File: src/inc/nlcorr_pkg.sv
// Package of register map, reset values and carrier types for the phase nonlinearity coefficient bank.
`default_nettype none
package nlcorr_pkg;
  // ==========================================================================
  // Register bus widths and register offsets
  localparam int NLC_AW = 8;
  localparam int NLC_DW = 24;
  localparam int NLC_CW = 16;
  localparam logic [NLC_AW-1:0] NLC_OFS_CTRL = 8'h4a;
  localparam logic [NLC_AW-1:0] NLC_OFS_FIRST = 8'h4b;
  localparam logic [NLC_AW-1:0] NLC_OFS_SECOND = 8'h4c;
  localparam logic [NLC_AW-1:0] NLC_OFS_THIRD = 8'h4d;
  localparam logic [NLC_AW-1:0] NLC_OFS_FOURTH = 8'h4e;

  // ==========================================================================
  // Field positions inside the control register
  localparam int NLC_EN_BIT = 0;
  localparam int NLC_A0_LSB = 2;
  localparam int NLC_SCALE_LSB = 18;
  localparam int NLC_SCALE_W = 2;

  // ==========================================================================
  // Reset values of the fields
  localparam logic NLC_RST_EN = 1'b0;
  localparam logic [NLC_SCALE_W-1:0] NLC_RST_SCALE = 2'h0;
  localparam logic [NLC_CW-1:0] NLC_RST_A0 = 16'h0000;
  localparam logic [NLC_CW-1:0] NLC_RST_A1 = 16'h0407;
  localparam logic [NLC_CW-1:0] NLC_RST_A2 = 16'hf23e;
  localparam logic [NLC_CW-1:0] NLC_RST_A3 = 16'h1144;
  localparam logic [NLC_CW-1:0] NLC_RST_A4 = 16'hf881;
  localparam logic [NLC_DW-1:0] NLC_ZERO_WORD = 24'h00_0000;

  // ==========================================================================
  // Phase arithmetic limits
  localparam int NLC_SUM_W = 21;
  localparam logic [NLC_CW-1:0] NLC_PHASE_MAX = 16'hffff;
  localparam logic [NLC_CW-1:0] NLC_PHASE_MIN = 16'h0000;

  // Whole contents of the bank, carried together.
  typedef struct packed {
    logic enable;
    logic [NLC_SCALE_W-1:0] scale;
    logic [NLC_CW-1:0] a0;
    logic [NLC_CW-1:0] a1;
    logic [NLC_CW-1:0] a2;
    logic [NLC_CW-1:0] a3;
    logic [NLC_CW-1:0] a4;
  } nlc_bank_s;

  localparam nlc_bank_s NLC_BANK_RESET = '{
    enable: NLC_RST_EN, scale: NLC_RST_SCALE, a0: NLC_RST_A0,
    a1: NLC_RST_A1, a2: NLC_RST_A2, a3: NLC_RST_A3, a4: NLC_RST_A4};

  // Phase sample with its strobe.
  typedef struct packed {
    logic valid;
    logic [NLC_CW-1:0] phase;
  } nlc_phase_s;
endpackage
`default_nettype wire

File: src/core/nlcorr_regs.sv
// Phase nonlinearity coefficient bank with its register port and zeroth-order correction stage.
`default_nettype none
module nlcorr_regs
  import nlcorr_pkg::*;
(
  // Clock and reset
  input wire logic MCLK_IN,
  input wire logic RSTN_IN,
  // Register port from the serial control interface
  input wire logic [NLC_AW-1:0] REG_ADDR_IN,
  input wire logic [NLC_DW-1:0] REG_WDATA_IN,
  input wire logic REG_WR_IN,
  input wire logic REG_RD_IN,
  output logic [NLC_DW-1:0] REG_RDATA_OUT,
  output logic REG_RVALID_OUT,
  // Overflow mode from the clip-mode register
  input wire logic NL_SATURATE_SELECT_IN,
  // Phase stream
  input wire logic [NLC_CW-1:0] PHASE_IN,
  input wire logic PHASE_VALID_IN,
  output logic [NLC_CW-1:0] PHASE_OUT,
  output logic PHASE_VALID_OUT,
  // Bank contents for the downstream polynomial stage
  output var nlc_bank_s COEFF_BANK_OUT
);

  // ==========================================================================
  // Helper functions

  // Read word for an offset; reserved and unmapped bits come back as zero.
  function automatic logic [NLC_DW-1:0] read_word(input logic [NLC_AW-1:0] addr, input nlc_bank_s b);
    logic [NLC_DW-1:0] w;
    w = NLC_ZERO_WORD;
    unique case (addr)
      NLC_OFS_CTRL: begin
        w[NLC_EN_BIT] = b.enable;
        w[NLC_A0_LSB +: NLC_CW] = b.a0;
        w[NLC_SCALE_LSB +: NLC_SCALE_W] = b.scale;
      end
      NLC_OFS_FIRST: w[NLC_CW-1:0] = b.a1;
      NLC_OFS_SECOND: w[NLC_CW-1:0] = b.a2;
      NLC_OFS_THIRD: w[NLC_CW-1:0] = b.a3;
      NLC_OFS_FOURTH: w[NLC_CW-1:0] = b.a4;
      default: w = NLC_ZERO_WORD;
    endcase
    return w;
  endfunction

  // Phase plus the scaled signed zeroth-order term, in a wide signed sum.
  function automatic logic signed [NLC_SUM_W-1:0] corr_sum(input logic [NLC_CW-1:0] ph,
                                                          input logic [NLC_CW-1:0] a0,
                                                          input logic [NLC_SCALE_W-1:0] sc);
    logic signed [NLC_SUM_W-1:0] ofs;
    ofs = NLC_SUM_W'(signed'(a0));
    ofs = ofs <<< sc;
    return NLC_SUM_W'(signed'({1'b0, ph})) + ofs;
  endfunction

  // ==========================================================================
  // Register bank state
  nlc_bank_s bank_reg, bank_next;
  logic [NLC_DW-1:0] rdata_reg, rdata_next;
  logic rvalid_reg, rvalid_next;

  // Writes land on the edge that takes them; reserved bits of the word are dropped.
  always_comb begin
    bank_next = bank_reg;
    if (REG_WR_IN) begin
      unique case (REG_ADDR_IN)
        NLC_OFS_CTRL: begin
          bank_next.enable = REG_WDATA_IN[NLC_EN_BIT];
          bank_next.scale = REG_WDATA_IN[NLC_SCALE_LSB +: NLC_SCALE_W];
          bank_next.a0 = REG_WDATA_IN[NLC_A0_LSB +: NLC_CW];
        end
        NLC_OFS_FIRST: bank_next.a1 = REG_WDATA_IN[NLC_CW-1:0];
        NLC_OFS_SECOND: bank_next.a2 = REG_WDATA_IN[NLC_CW-1:0];
        NLC_OFS_THIRD: bank_next.a3 = REG_WDATA_IN[NLC_CW-1:0];
        NLC_OFS_FOURTH: bank_next.a4 = REG_WDATA_IN[NLC_CW-1:0];
        default: bank_next = bank_reg;
      endcase
    end
  end

  // Read answers one cycle after the strobe; a read of an unmapped offset answers zero.
  always_comb begin
    rvalid_next = REG_RD_IN;
    rdata_next = rdata_reg;
    if (REG_RD_IN) begin
      rdata_next = read_word(REG_ADDR_IN, bank_reg);
    end
  end

  // Bank and read registers.
  always_ff @(posedge MCLK_IN or negedge RSTN_IN) begin
    if (!RSTN_IN) begin
      bank_reg <= NLC_BANK_RESET;
      rdata_reg <= NLC_ZERO_WORD;
      rvalid_reg <= 1'b0;
    end else begin
      bank_reg <= bank_next;
      rdata_reg <= rdata_next;
      rvalid_reg <= rvalid_next;
    end
  end

  // ==========================================================================
  // Correction stage
  nlc_phase_s out_reg, out_next;
  logic signed [NLC_SUM_W-1:0] sum_w;

  // Only the zeroth-order term is applied here; the higher orders go out on the bank port
  // because the polynomial arithmetic lives in the downstream stage.
  always_comb begin
    sum_w = corr_sum(PHASE_IN, bank_reg.a0, bank_reg.scale);
    out_next.valid = PHASE_VALID_IN;
    out_next.phase = out_reg.phase;
    if (PHASE_VALID_IN) begin
      if (!bank_reg.enable) begin
        out_next.phase = PHASE_IN;
      end else if (!NL_SATURATE_SELECT_IN) begin
        out_next.phase = sum_w[NLC_CW-1:0];
      end else if (sum_w < 0) begin
        out_next.phase = NLC_PHASE_MIN;
      end else if (sum_w > NLC_SUM_W'(NLC_PHASE_MAX)) begin
        out_next.phase = NLC_PHASE_MAX; // Clip at the ceiling.
      end else begin
        out_next.phase = sum_w[NLC_CW-1:0];
      end
    end
  end

  // Output phase register.
  always_ff @(posedge MCLK_IN or negedge RSTN_IN) begin
    if (!RSTN_IN) begin
      out_reg <= '0;
    end else begin
      out_reg <= out_next;
    end
  end

  // ==========================================================================
  // Output drive, all straight from flip-flops
  assign REG_RDATA_OUT = rdata_reg;
  assign REG_RVALID_OUT = rvalid_reg;
  assign PHASE_OUT = out_reg.phase;
  assign PHASE_VALID_OUT = out_reg.valid;
  assign COEFF_BANK_OUT = bank_reg;
endmodule
`default_nettype wire

File: config.mk
export PLATFORM = sky130hd
export DESIGN_NAME = nlcorr_regs
export DESIGN_NICKNAME = d
export VERILOG_FILES = /design/src/inc/nlcorr_pkg.sv /design/src/core/nlcorr_regs.sv
export SDC_FILE = /design/constraint.sdc
export NUM_CORES = 1
export LEC_CHECK = 0
export ABC_AREA = 1
export BUFFER_PORTS_ARGS = -buffer_cell sky130_fd_sc_hd__clkbuf_2
export CELL_PAD_IN_SITES_DETAIL_PLACEMENT = 0
export CELL_PAD_IN_SITES_GLOBAL_PLACEMENT = 1
export CORE_AREA = 2 2 129 131
export CTS_CLUSTER_DIAMETER = 40
export DETAILED_ROUTE_END_ITERATION = 16
export DIE_AREA = 0 0 131 133
export PLACE_DENSITY = 0.92
export SKIP_LAST_GASP = 1
export SYNTH_ARGS = -nofsm -noshare
export SYNTH_HDL_FRONTEND = slang
export SYNTH_SLANG_ARGS = --single-unit
File: constraint.sdc
create_clock -name MCLK_IN -period 7.2 [get_ports MCLK_IN]
set_input_delay 0.72 -clock MCLK_IN [delete_from_list [all_inputs] [get_ports MCLK_IN]]
set_output_delay 0.72 -clock MCLK_IN [all_outputs]
set_load 0.01 [all_outputs]
== After elaboration in Yosys (flattened, before gate mapping) ==
Index checks and enable logic that the tools add are counted.
Word-level totals
  bits in registers: 121
  bits in latches: 0
  memory bits (writable): 0
  ROM bits: 0
  output and inout bits: 125
  logic and storage cells: 33
  memories kept: 0
Operators by class
  add/subtract/negate cells: 1
  $mul: 0
  divide/modulo/power cells: 0
  $lt $le $gt $ge: 2
  eq/ne operators: 5
  shift-type cells: 1
  mux-type cells: 8
  bitwise operators: 0
  reduce and logical (&&, ||, !) cells: 5
Operators with widths (number)
  14-bit one-hot mux with 5 select lines: 1
  16-bit 2-to-1 mux: 4
  8-bit by 7-bit equality test with 1-bit output, second input constant: 5
  17-bit by 21-bit adder with 21-bit output: 1
  21-bit by 16-bit greater-than comparator with 1-bit output, second input constant: 1
  21-bit by 1-bit < comparator with 1-bit output, second input constant: 1
  16-bit by 2-bit <<< shifter with 21-bit output: 1
  2-bit AND reduction: 5
  1-bit one-hot mux with 5 select lines: 1
  4-bit 2-to-1 mux: 1
  1-bit one-hot mux with 4 select lines: 1

== Longest topological paths before layout ==
Gate-level depths: netlist of the first run.
  depth in word-level cells: 7
  mapped depth: 22
  gate-level depth less buffers: 20

== Worst setup path after synthesis of the first run ==
Ideal clock, no wire load.
  path type: flip-flop to flip-flop
  start point: reg bank_reg (netlist bit COEFF_BANK_OUT[81])
  end point: reg out_reg (netlist bit PHASE_OUT[9])
  arrival: 2.650 ns
  setup slack: 4.477 ns
  stages on the path, launching flop included: 20
  path buffers: 3
  cells stage by stage: dfrtp_1 clkbuf_8 clkbuf_1 nor3_1 ha_1 fa_1 nand2_1 nand3_1 nand3_1 nand2_2 nand3_2 nand2_2 nand3_2 nand2_1 nand3_2 nand2_4 buf_6 nand2_1 nand2_1 a21oi_2
On the way
  longest elaborated chain between the ends: 7
  elaborated cells on any way between the ends: 8
  those cells by class: add/sub (1); order compare (2); shift (1); mux (4)
RTL lines
  start: declaration: RTL line nlcorr_regs.sv:61  | nlc_bank_s bank_reg, bank_next;
  start signal: assignment: RTL line nlcorr_regs.sv:100  | bank_reg <= bank_next;
  16-bit by 2-bit <<< shifter with 21-bit output *: RTL line nlcorr_regs.sv:55  | ofs = ofs <<< sc;
  17-bit by 21-bit adder with 21-bit output *: RTL line nlcorr_regs.sv:56  | return NLC_SUM_W'(signed'({1'b0, ph})) + ofs;
  21-bit by 16-bit greater-than comparator with 1-bit output: RTL line nlcorr_regs.sv:124  | end else if (sum_w > NLC_SUM_W'(NLC_PHASE_MAX)) begin
  16-bit 2-to-1 mux: RTL line nlcorr_regs.sv:124
  16-bit 2-to-1 mux: RTL line nlcorr_regs.sv:122  | end else if (sum_w < 0) begin
  16-bit 2-to-1 mux *: RTL line nlcorr_regs.sv:120  | end else if (!NL_SATURATE_SELECT_IN) begin
  16-bit 2-to-1 mux *: RTL line nlcorr_regs.sv:118  | if (!bank_reg.enable) begin
  end signal: assignment: RTL line nlcorr_regs.sv:137  | out_reg <= out_next;
  end: declaration: RTL line nlcorr_regs.sv:108  | nlc_phase_s out_reg, out_next;
Every way passes the cells marked *; elsewhere a longest branch is shown, timed or not.
A chain may end at the register's enable or synchronous reset.

== Worst setup path after layout of the first run ==
  start point: reg bank_reg (netlist bit COEFF_BANK_OUT[80])
  end point: reg out_reg (netlist bit PHASE_OUT[4])
Same word-level chain as after synthesis.

==> results of run 1 <==
## state kept, by name, indices dropped and copies added, names as in the netlist
signal           cells
PHASE_VALID_OUT      1
REG_RVALID_OUT       1
PHASE_OUT           16
COEFF_BANK_OUT      83
REG_RDATA_OUT       20
## worst paths after layout
path | from | endpoint | slack (ns) | cells past startpoint
worst min register to register | REG_RDATA_OUT[19] | REG_RDATA_OUT[19] | 0.49 | 2
min in group MCLK_IN | REG_RDATA_OUT[19] | REG_RDATA_OUT[19] | 0.49 | 2
worst min-delay path | RSTN_IN | PHASE_OUT[4] | 0.37 | 1
max in group asynchronous | RSTN_IN | COEFF_BANK_OUT[31] | 5.55 | 2
worst max-delay path | COEFF_BANK_OUT[80] | PHASE_OUT[4] | 3.86 | 19
worst max register to register | COEFF_BANK_OUT[80] | PHASE_OUT[4] | 3.86 | 19
## stage by stage
| step | hold WS, ns | util | cells |
|---|---|---|---|
| after floorplan | 0.424 | - | 799 |
| after CTS | 0.391 | 0.498 | 1184 |
| after global routing | 0.425 | 0.498 | 1184 |
| after detailed placement | 0.487 | 0.457 | 1152 |
| final | 0.371 | 0.498 | 1184 |
| after global placement | 0.464 | 0.457 | 1152 |
## final cells by class
class,count,area (um2),area share
Sequential cell,121,3060,0.380
Multi-Input combinational cell,575,2940,0.365
Timing Repair Buffer,172,868,0.108
Clock buffer,23,488,0.0606
Tap cell,220,275,0.0342
Inverter,64,240,0.0298
Clock inverter,9,184,0.0228
## routing by layer
layer | wire, um | global-route usage | part of all wire
met2 | 8420 | 0.332 | 0.45
met3 | 1360 | 0.0554 | 0.073
met5 | 0 | 0 | 0
met4 | 355 | 0.0774 | 0.019
met1 | 8470 | 0.304 | 0.46
## placed cells by master, fill, tap and decap left out, drive strengths merged
master,count
a21o,1
fa,1
nor3,6
conb,4
clkinvlp,1
dfstp,25
a21oi,49
inv,61
nor2,56
o21ai,116
a22o,5
ha,16
o31ai,4
mux2i,9
a221oi,15
a31oi,17
nand3,15
xnor2,7
nand2,245
dfrtp,96
nand3b,2
or2,1
bufinv,5
xor2,6
buf,3
clkbuf,192
clkinv,6
## worst max-delay path: stages (launching register included)
cell	delay [ns]
dfrtp_1	0.85
inv_1	0.28
o21ai_0	0.28
mux2i_1	0.11
ha_1	0.37
nand2_1	0.06
inv_1	0.11
nand2_1	0.08
nor3_1	0.17
nand2_1	0.08
nand2_1	0.11
nand2_1	0.08
nand2_1	0.06
nand2_1	0.04
nand2_1	0.07
nand3_2	0.08
nand2_4	0.17
nand2_1	0.08
nand2_1	0.06
a21oi_1	0.07
## power breakdown
group	switching, mW	internal (mW)
Sequential	0.0328	0.723
Combinational	0.167	0.0975
Clock	0.321	0.654
## cells by family (layout without fill, tap and decap cells)
group | Yosys count | count (layout) | share of synthesized area
mux | 9 | 9 | 0.0140
xor+xnor | 13 | 13 | 0.0177
other cells | 1 | 4 | 0.000582
fa+ha+maj | 17 | 17 | 0.0342
simple gates | 325 | 325 | 0.202
flops | 121 | 121 | 0.475
compound gates | 207 | 207 | 0.186
buf+inv | 103 | 268 | 0.0703
==> impl_metrics.yaml, run 1 <==
placed_design:
  dp_slack_ns: 3.90
  port-buffer-count: 170
  gp_congestion: 0.836
  place_area_mm2: 0.00738
  dpl.hpwl_mm: 13.7
sta:
  final-hold-violation-count: 0
  skew_ns: 0.00470
  post-route-min-period_ns: 3.34
  grt_setup_unrepaired: "false"
  timing.final.ws_setup_ns: 3.86
  tns_ns: 0
  setup_viol: 0
  fmax_ghz: 0.299
  fin_crit_sh: 0.464
  slew_viol_final: 0
  relSlewSlack: 0.291
  worstMarginPinSlew_ns: 1.06
setup_path:
  crit_arrival_ns: 3.64
  start_kind: "flip-flop"
  critPathKind: "flip-flop to flip-flop"
  cp_max_fo: 31
  required_ns: 7.50
  end_kind: "flip-flop"
cells_and_area:
  area_growth_pct: 25.1
  fillCellCount: 1597
  final_area_mm2: 0.00806
  drive_above_1_share: 0.261
  diodes: 0
  layout.nets: 1022
power:
  power_density_mw_per_mm2: 248
  power_mw: 2.00
  ir_worst_vdd_v: 0.000188
  p_leak_nw: 3.99
flow_run:
  drv_cap: 0
die:
  die_x_um: 131
  rows: 47
  fp.dieArea_mm2: 0.0174
  ios: 179
  core-area_mm2: 0.0162
  start_util: 0.398
  die_h_um: 133
detailed_routing:
  wl_per_cell_um: 15.7
  drc: 0
  post_drt_via_cell_ratio: 5.03
  routed_wl_mm: 18.6
  drt_iter0_drc: 405
  postRouteAntennaNets: 0
  vias: 5958
  firstDrtPassIters: 5
clocking:
  clkSlewWorstSetupHoldPaths_ns: 0.05
  cts_sinks: 121
  cts_buffers: 17
  clk_path_buf_depth: 2
  cts_tree: "done"
  postCtsResizedCells: 0
  cts-root-buf: "clkbuf_16"
  ctsHoldBuffers: 0
  ctsHtreeMaxLevel: 4
  post_cts_buffers: 0
  clock_latency_ns: 0.42
logic_synthesis:
  syn_avg_cell_area_um2: 8.09
  synth_cell_types: 39
  syn_area_mm2: 0.00644
  synth_edf_count: 0
  synth_area_leader_cell: "dfrtp_1"
  synthArstFlopShare: 1.00
  synthTopCellsByArea: "dfrtp_1 (37%), nand2_1 (14%), dfstp_2 (10%)"
  ys_seq_elements: 121
  syn_inst: 796
  yosys_warnings: 0
  yosysSeqAreaShare: 0.475
  yosysTopAreaCellShare: 0.373
  synth.most_common_cell: "nand2_1"
  ys_top_cells_by_count: "nand2_1 (239), o21ai_0 (114), dfrtp_1 (96), inv_1 (57), nor2_1 (56)"
  synth_flop_cell: "dfrtp_1"
global_route:
  grt_antenna_before_repair: 0
  grt_max_degree: 64
  grt_pass1_wl_mm: 29.3
  track_usage: 0.219
  gr-total-overflow: 0
  grt_pass1_vias: 5684
status:
  outcome: "completed"
worst_hold_path:
  hold_path_class: "input port to asynchronous set/reset pin"
Note: power is estimated with default switching activity, not from simulation.
==> run 2, diff against run 1 <==
--- a/config.mk
+++ b/config.mk
@@ -9,11 +9,11 @@
 export BUFFER_PORTS_ARGS = -buffer_cell sky130_fd_sc_hd__clkbuf_2
 export CELL_PAD_IN_SITES_DETAIL_PLACEMENT = 0
 export CELL_PAD_IN_SITES_GLOBAL_PLACEMENT = 1
-export CORE_AREA = 2 2 129 131
+export CORE_AREA = 2 2 134 136
 export CTS_CLUSTER_DIAMETER = 40
 export DETAILED_ROUTE_END_ITERATION = 16
-export DIE_AREA = 0 0 131 133
-export PLACE_DENSITY = 0.92
+export DIE_AREA = 0 0 136 138
+export PLACE_DENSITY = 0.87
 export SKIP_LAST_GASP = 1
 export SYNTH_ARGS = -nofsm -noshare
 export SYNTH_HDL_FRONTEND = slang
==> constraint.sdc (replaced) <==
create_clock -name MCLK_IN -period 3.1 [get_ports MCLK_IN]
set_input_delay 0.31 -clock MCLK_IN [delete_from_list [all_inputs] [get_ports MCLK_IN]]
set_output_delay 0.31 -clock MCLK_IN [all_outputs]
set_load 0.01 [all_outputs]
==> run 2 against run 1 <==
Effect of this change: the flow now finishes with violations (hold timing); cell area rose by 0.70%; die area increased by 7.7%; wire length grew 2.4%; combinational power grew 140%; sequential share of layout area is 0.23 points lower; global-route usage down 1.3 points; cell count is 2.1% higher; highest routed layer unchanged.
==> impl_metrics.yaml, run 2 (synthesis gave the netlist of run 1 again) <==
cells_and_area:
  diodes: 0
  layout.nets: 1038
  area_growth_pct: 25.9
  mostFrequentLayoutCell: "nand2_1"
  drive_above_1_share: 0.276
  layout_common_cells: "nand2_1 (239), clkbuf_2 (169), o21ai_0 (109)"
  fillCellCount: 1770
  largest_reg_flops: 83
  final_area_mm2: 0.00811
worst_hold_path:
  hold_path_class: "input port to asynchronous set/reset pin"
setup_path:
  end_kind: "flip-flop"
  cp_max_fo: 16
  critPathMaxStageDelay_ns: 0.48
  crit_arrival_ns: 3.14
  required_ns: 3.40
  critPathKind: "flip-flop to flip-flop"
  worst_path_most_repeated_cell: "nand2_1"
  cp_slowest_cell: "dfrtp_2"
  critical_path.cell_chain: "buf_4, o21ai_0, mux2i_1, ha_1, a21oi_1, nand2_1, a21oi_1, nand2_1, nand2_1, nand3_1, nand2_1, nand3_2, nand2_4, nand2_1, nand2_1, a21oi_2"
  start_kind: "flip-flop"
power:
  p_leak_nw: 4.01
  power_density_mw_per_mm2: 528
  ir_worst_vdd_v: 0.000394
sta:
  setup_viol: 0
  tns_ns: 0
  worstMarginPinSlew_ns: 0.970
  post-route-min-period_ns: 2.84
  fmax_ghz: 0.352
  final-hold-violation-count: 12
  relSlewSlack: 0.352
  hold_ws_ns: -0.0236
  slew_viol_final: 0
  fin_crit_sh: 0.916
  skew_ns: 0.00739
  grt_setup_unrepaired: "false"
  timing.final.ws_setup_ns: 0.261
global_route:
  grt_antenna_before_repair: 0
  grt_pass1_vias: 5756
  gr-total-overflow: 0
  track_usage: 0.206
  grt_max_degree: 58
  grt_pass1_wl_mm: 30.1
clocking:
  cts-root-buf: "clkbuf_16"
  cts_sinks: 121
  cts_tree: "done"
  clock_latency_ns: 0.42
  clkSlewWorstSetupHoldPaths_ns: 0.06
  ctsHtreeMaxLevel: 4
  cts_buffers: 17
  ctsHoldBuffers: 0
  clk_path_buf_depth: 2
die:
  ios: 179
  die_x_um: 136
  die_h_um: 138
  core-area_mm2: 0.0175
  start_util: 0.367
  rows: 49
  fp.dieArea_mm2: 0.0188
detailed_routing:
  vias: 5917
  firstDrtPassIters: 6
  routed_wl_mm: 19.1
  drc: 0
  post_drt_via_cell_ratio: 4.89
  wl_per_cell_um: 15.8
  drt_iter0_drc: 388
  postRouteAntennaNets: 0
placed_design:
  place_area_mm2: 0.00752
  gp_congestion: 0.838
  port-buffer-count: 170
  dp_slack_ns: 0.121
  dpl.hpwl_mm: 14.4
flow_run:
  drv_cap: 0
status:
  violations: "hold timing"
  outcome: "complete, but fails checks"
[run 2: worst max-delay path: cells and delay by family, from the launching register on]
family          cells  cell delay (ns)
simple gates        9             0.88
fa+ha+maj           1             0.35
mux                 1             0.14
flops               1             0.48
compound gates      4             0.67
buf+inv             1             0.21
[run 2: final timing paths]
path	start	end	slack, ns	cells past startpoint
setup / recovery	COEFF_BANK_OUT[80]	PHASE_OUT[15]	0.26	16
setup reg to reg	COEFF_BANK_OUT[80]	PHASE_OUT[15]	0.26	16
hold / removal	RSTN_IN	PHASE_OUT[9]	-0.02	1
hold reg to reg	REG_RDATA_OUT[1]	REG_RDATA_OUT[1]	0.48	2
min in group MCLK_IN	REG_WDATA_IN[16]	COEFF_BANK_OUT[78]	0.15	3
max in group asynchronous	RSTN_IN	COEFF_BANK_OUT[46]	2.31	2
[run 2: timing repair]
| action | in CTS | in global routing |
|---|---|---|
| setup endpoints to repair | 0 | 16 |
| setup buffers | 0 | 1 |
| hold endpoints to repair | 0 | 0 |
| resized for setup | 0 | 7 |
[run 2: routing by layer]
metal	track usage	vias to the layer above	part of all wire	wire, um
met1	0.284	2746	0.46	8720
met4	0.0543	0	0.012	225
met3	0.0583	18	0.075	1440
li1	-	2972	-	-
met2	0.320	181	0.46	8670
met5	0	-	0	0
[run 2: power by group]
group	total (mW)	switching, mW	internal, mW
combinational	0.630	0.394	0.237
sequential	1.75	0.0699	1.68
clock	1.91	0.741	1.16
[run 2: area by class of cell]
type	count	area, um2	area share
Clock buffer	22	474	0.0585
Clock inverter	10	95.1	0.0117
Inverter	64	240	0.0296
Multi-Input combinational cell	575	2940	0.363
Sequential cell	121	3060	0.377
Tap cell	229	287	0.0353
Timing Repair Buffer	188	1010	0.125
[run 2: per-stage QoR]
stage	utilization	total power [mW]	hold WS (ns)	cells
6_report	0.463	4.29	-0.0236	1209
4_1_cts	0.461	4.32	0.00263	1208
3_5_place_dp	0.429	2.41	0.445	1176
2_1_floorplan	-	2.15	0.0144	799
3_3_place_gp	0.429	2.40	0.453	1176
5_1_grt	0.463	4.48	0.0248	1209
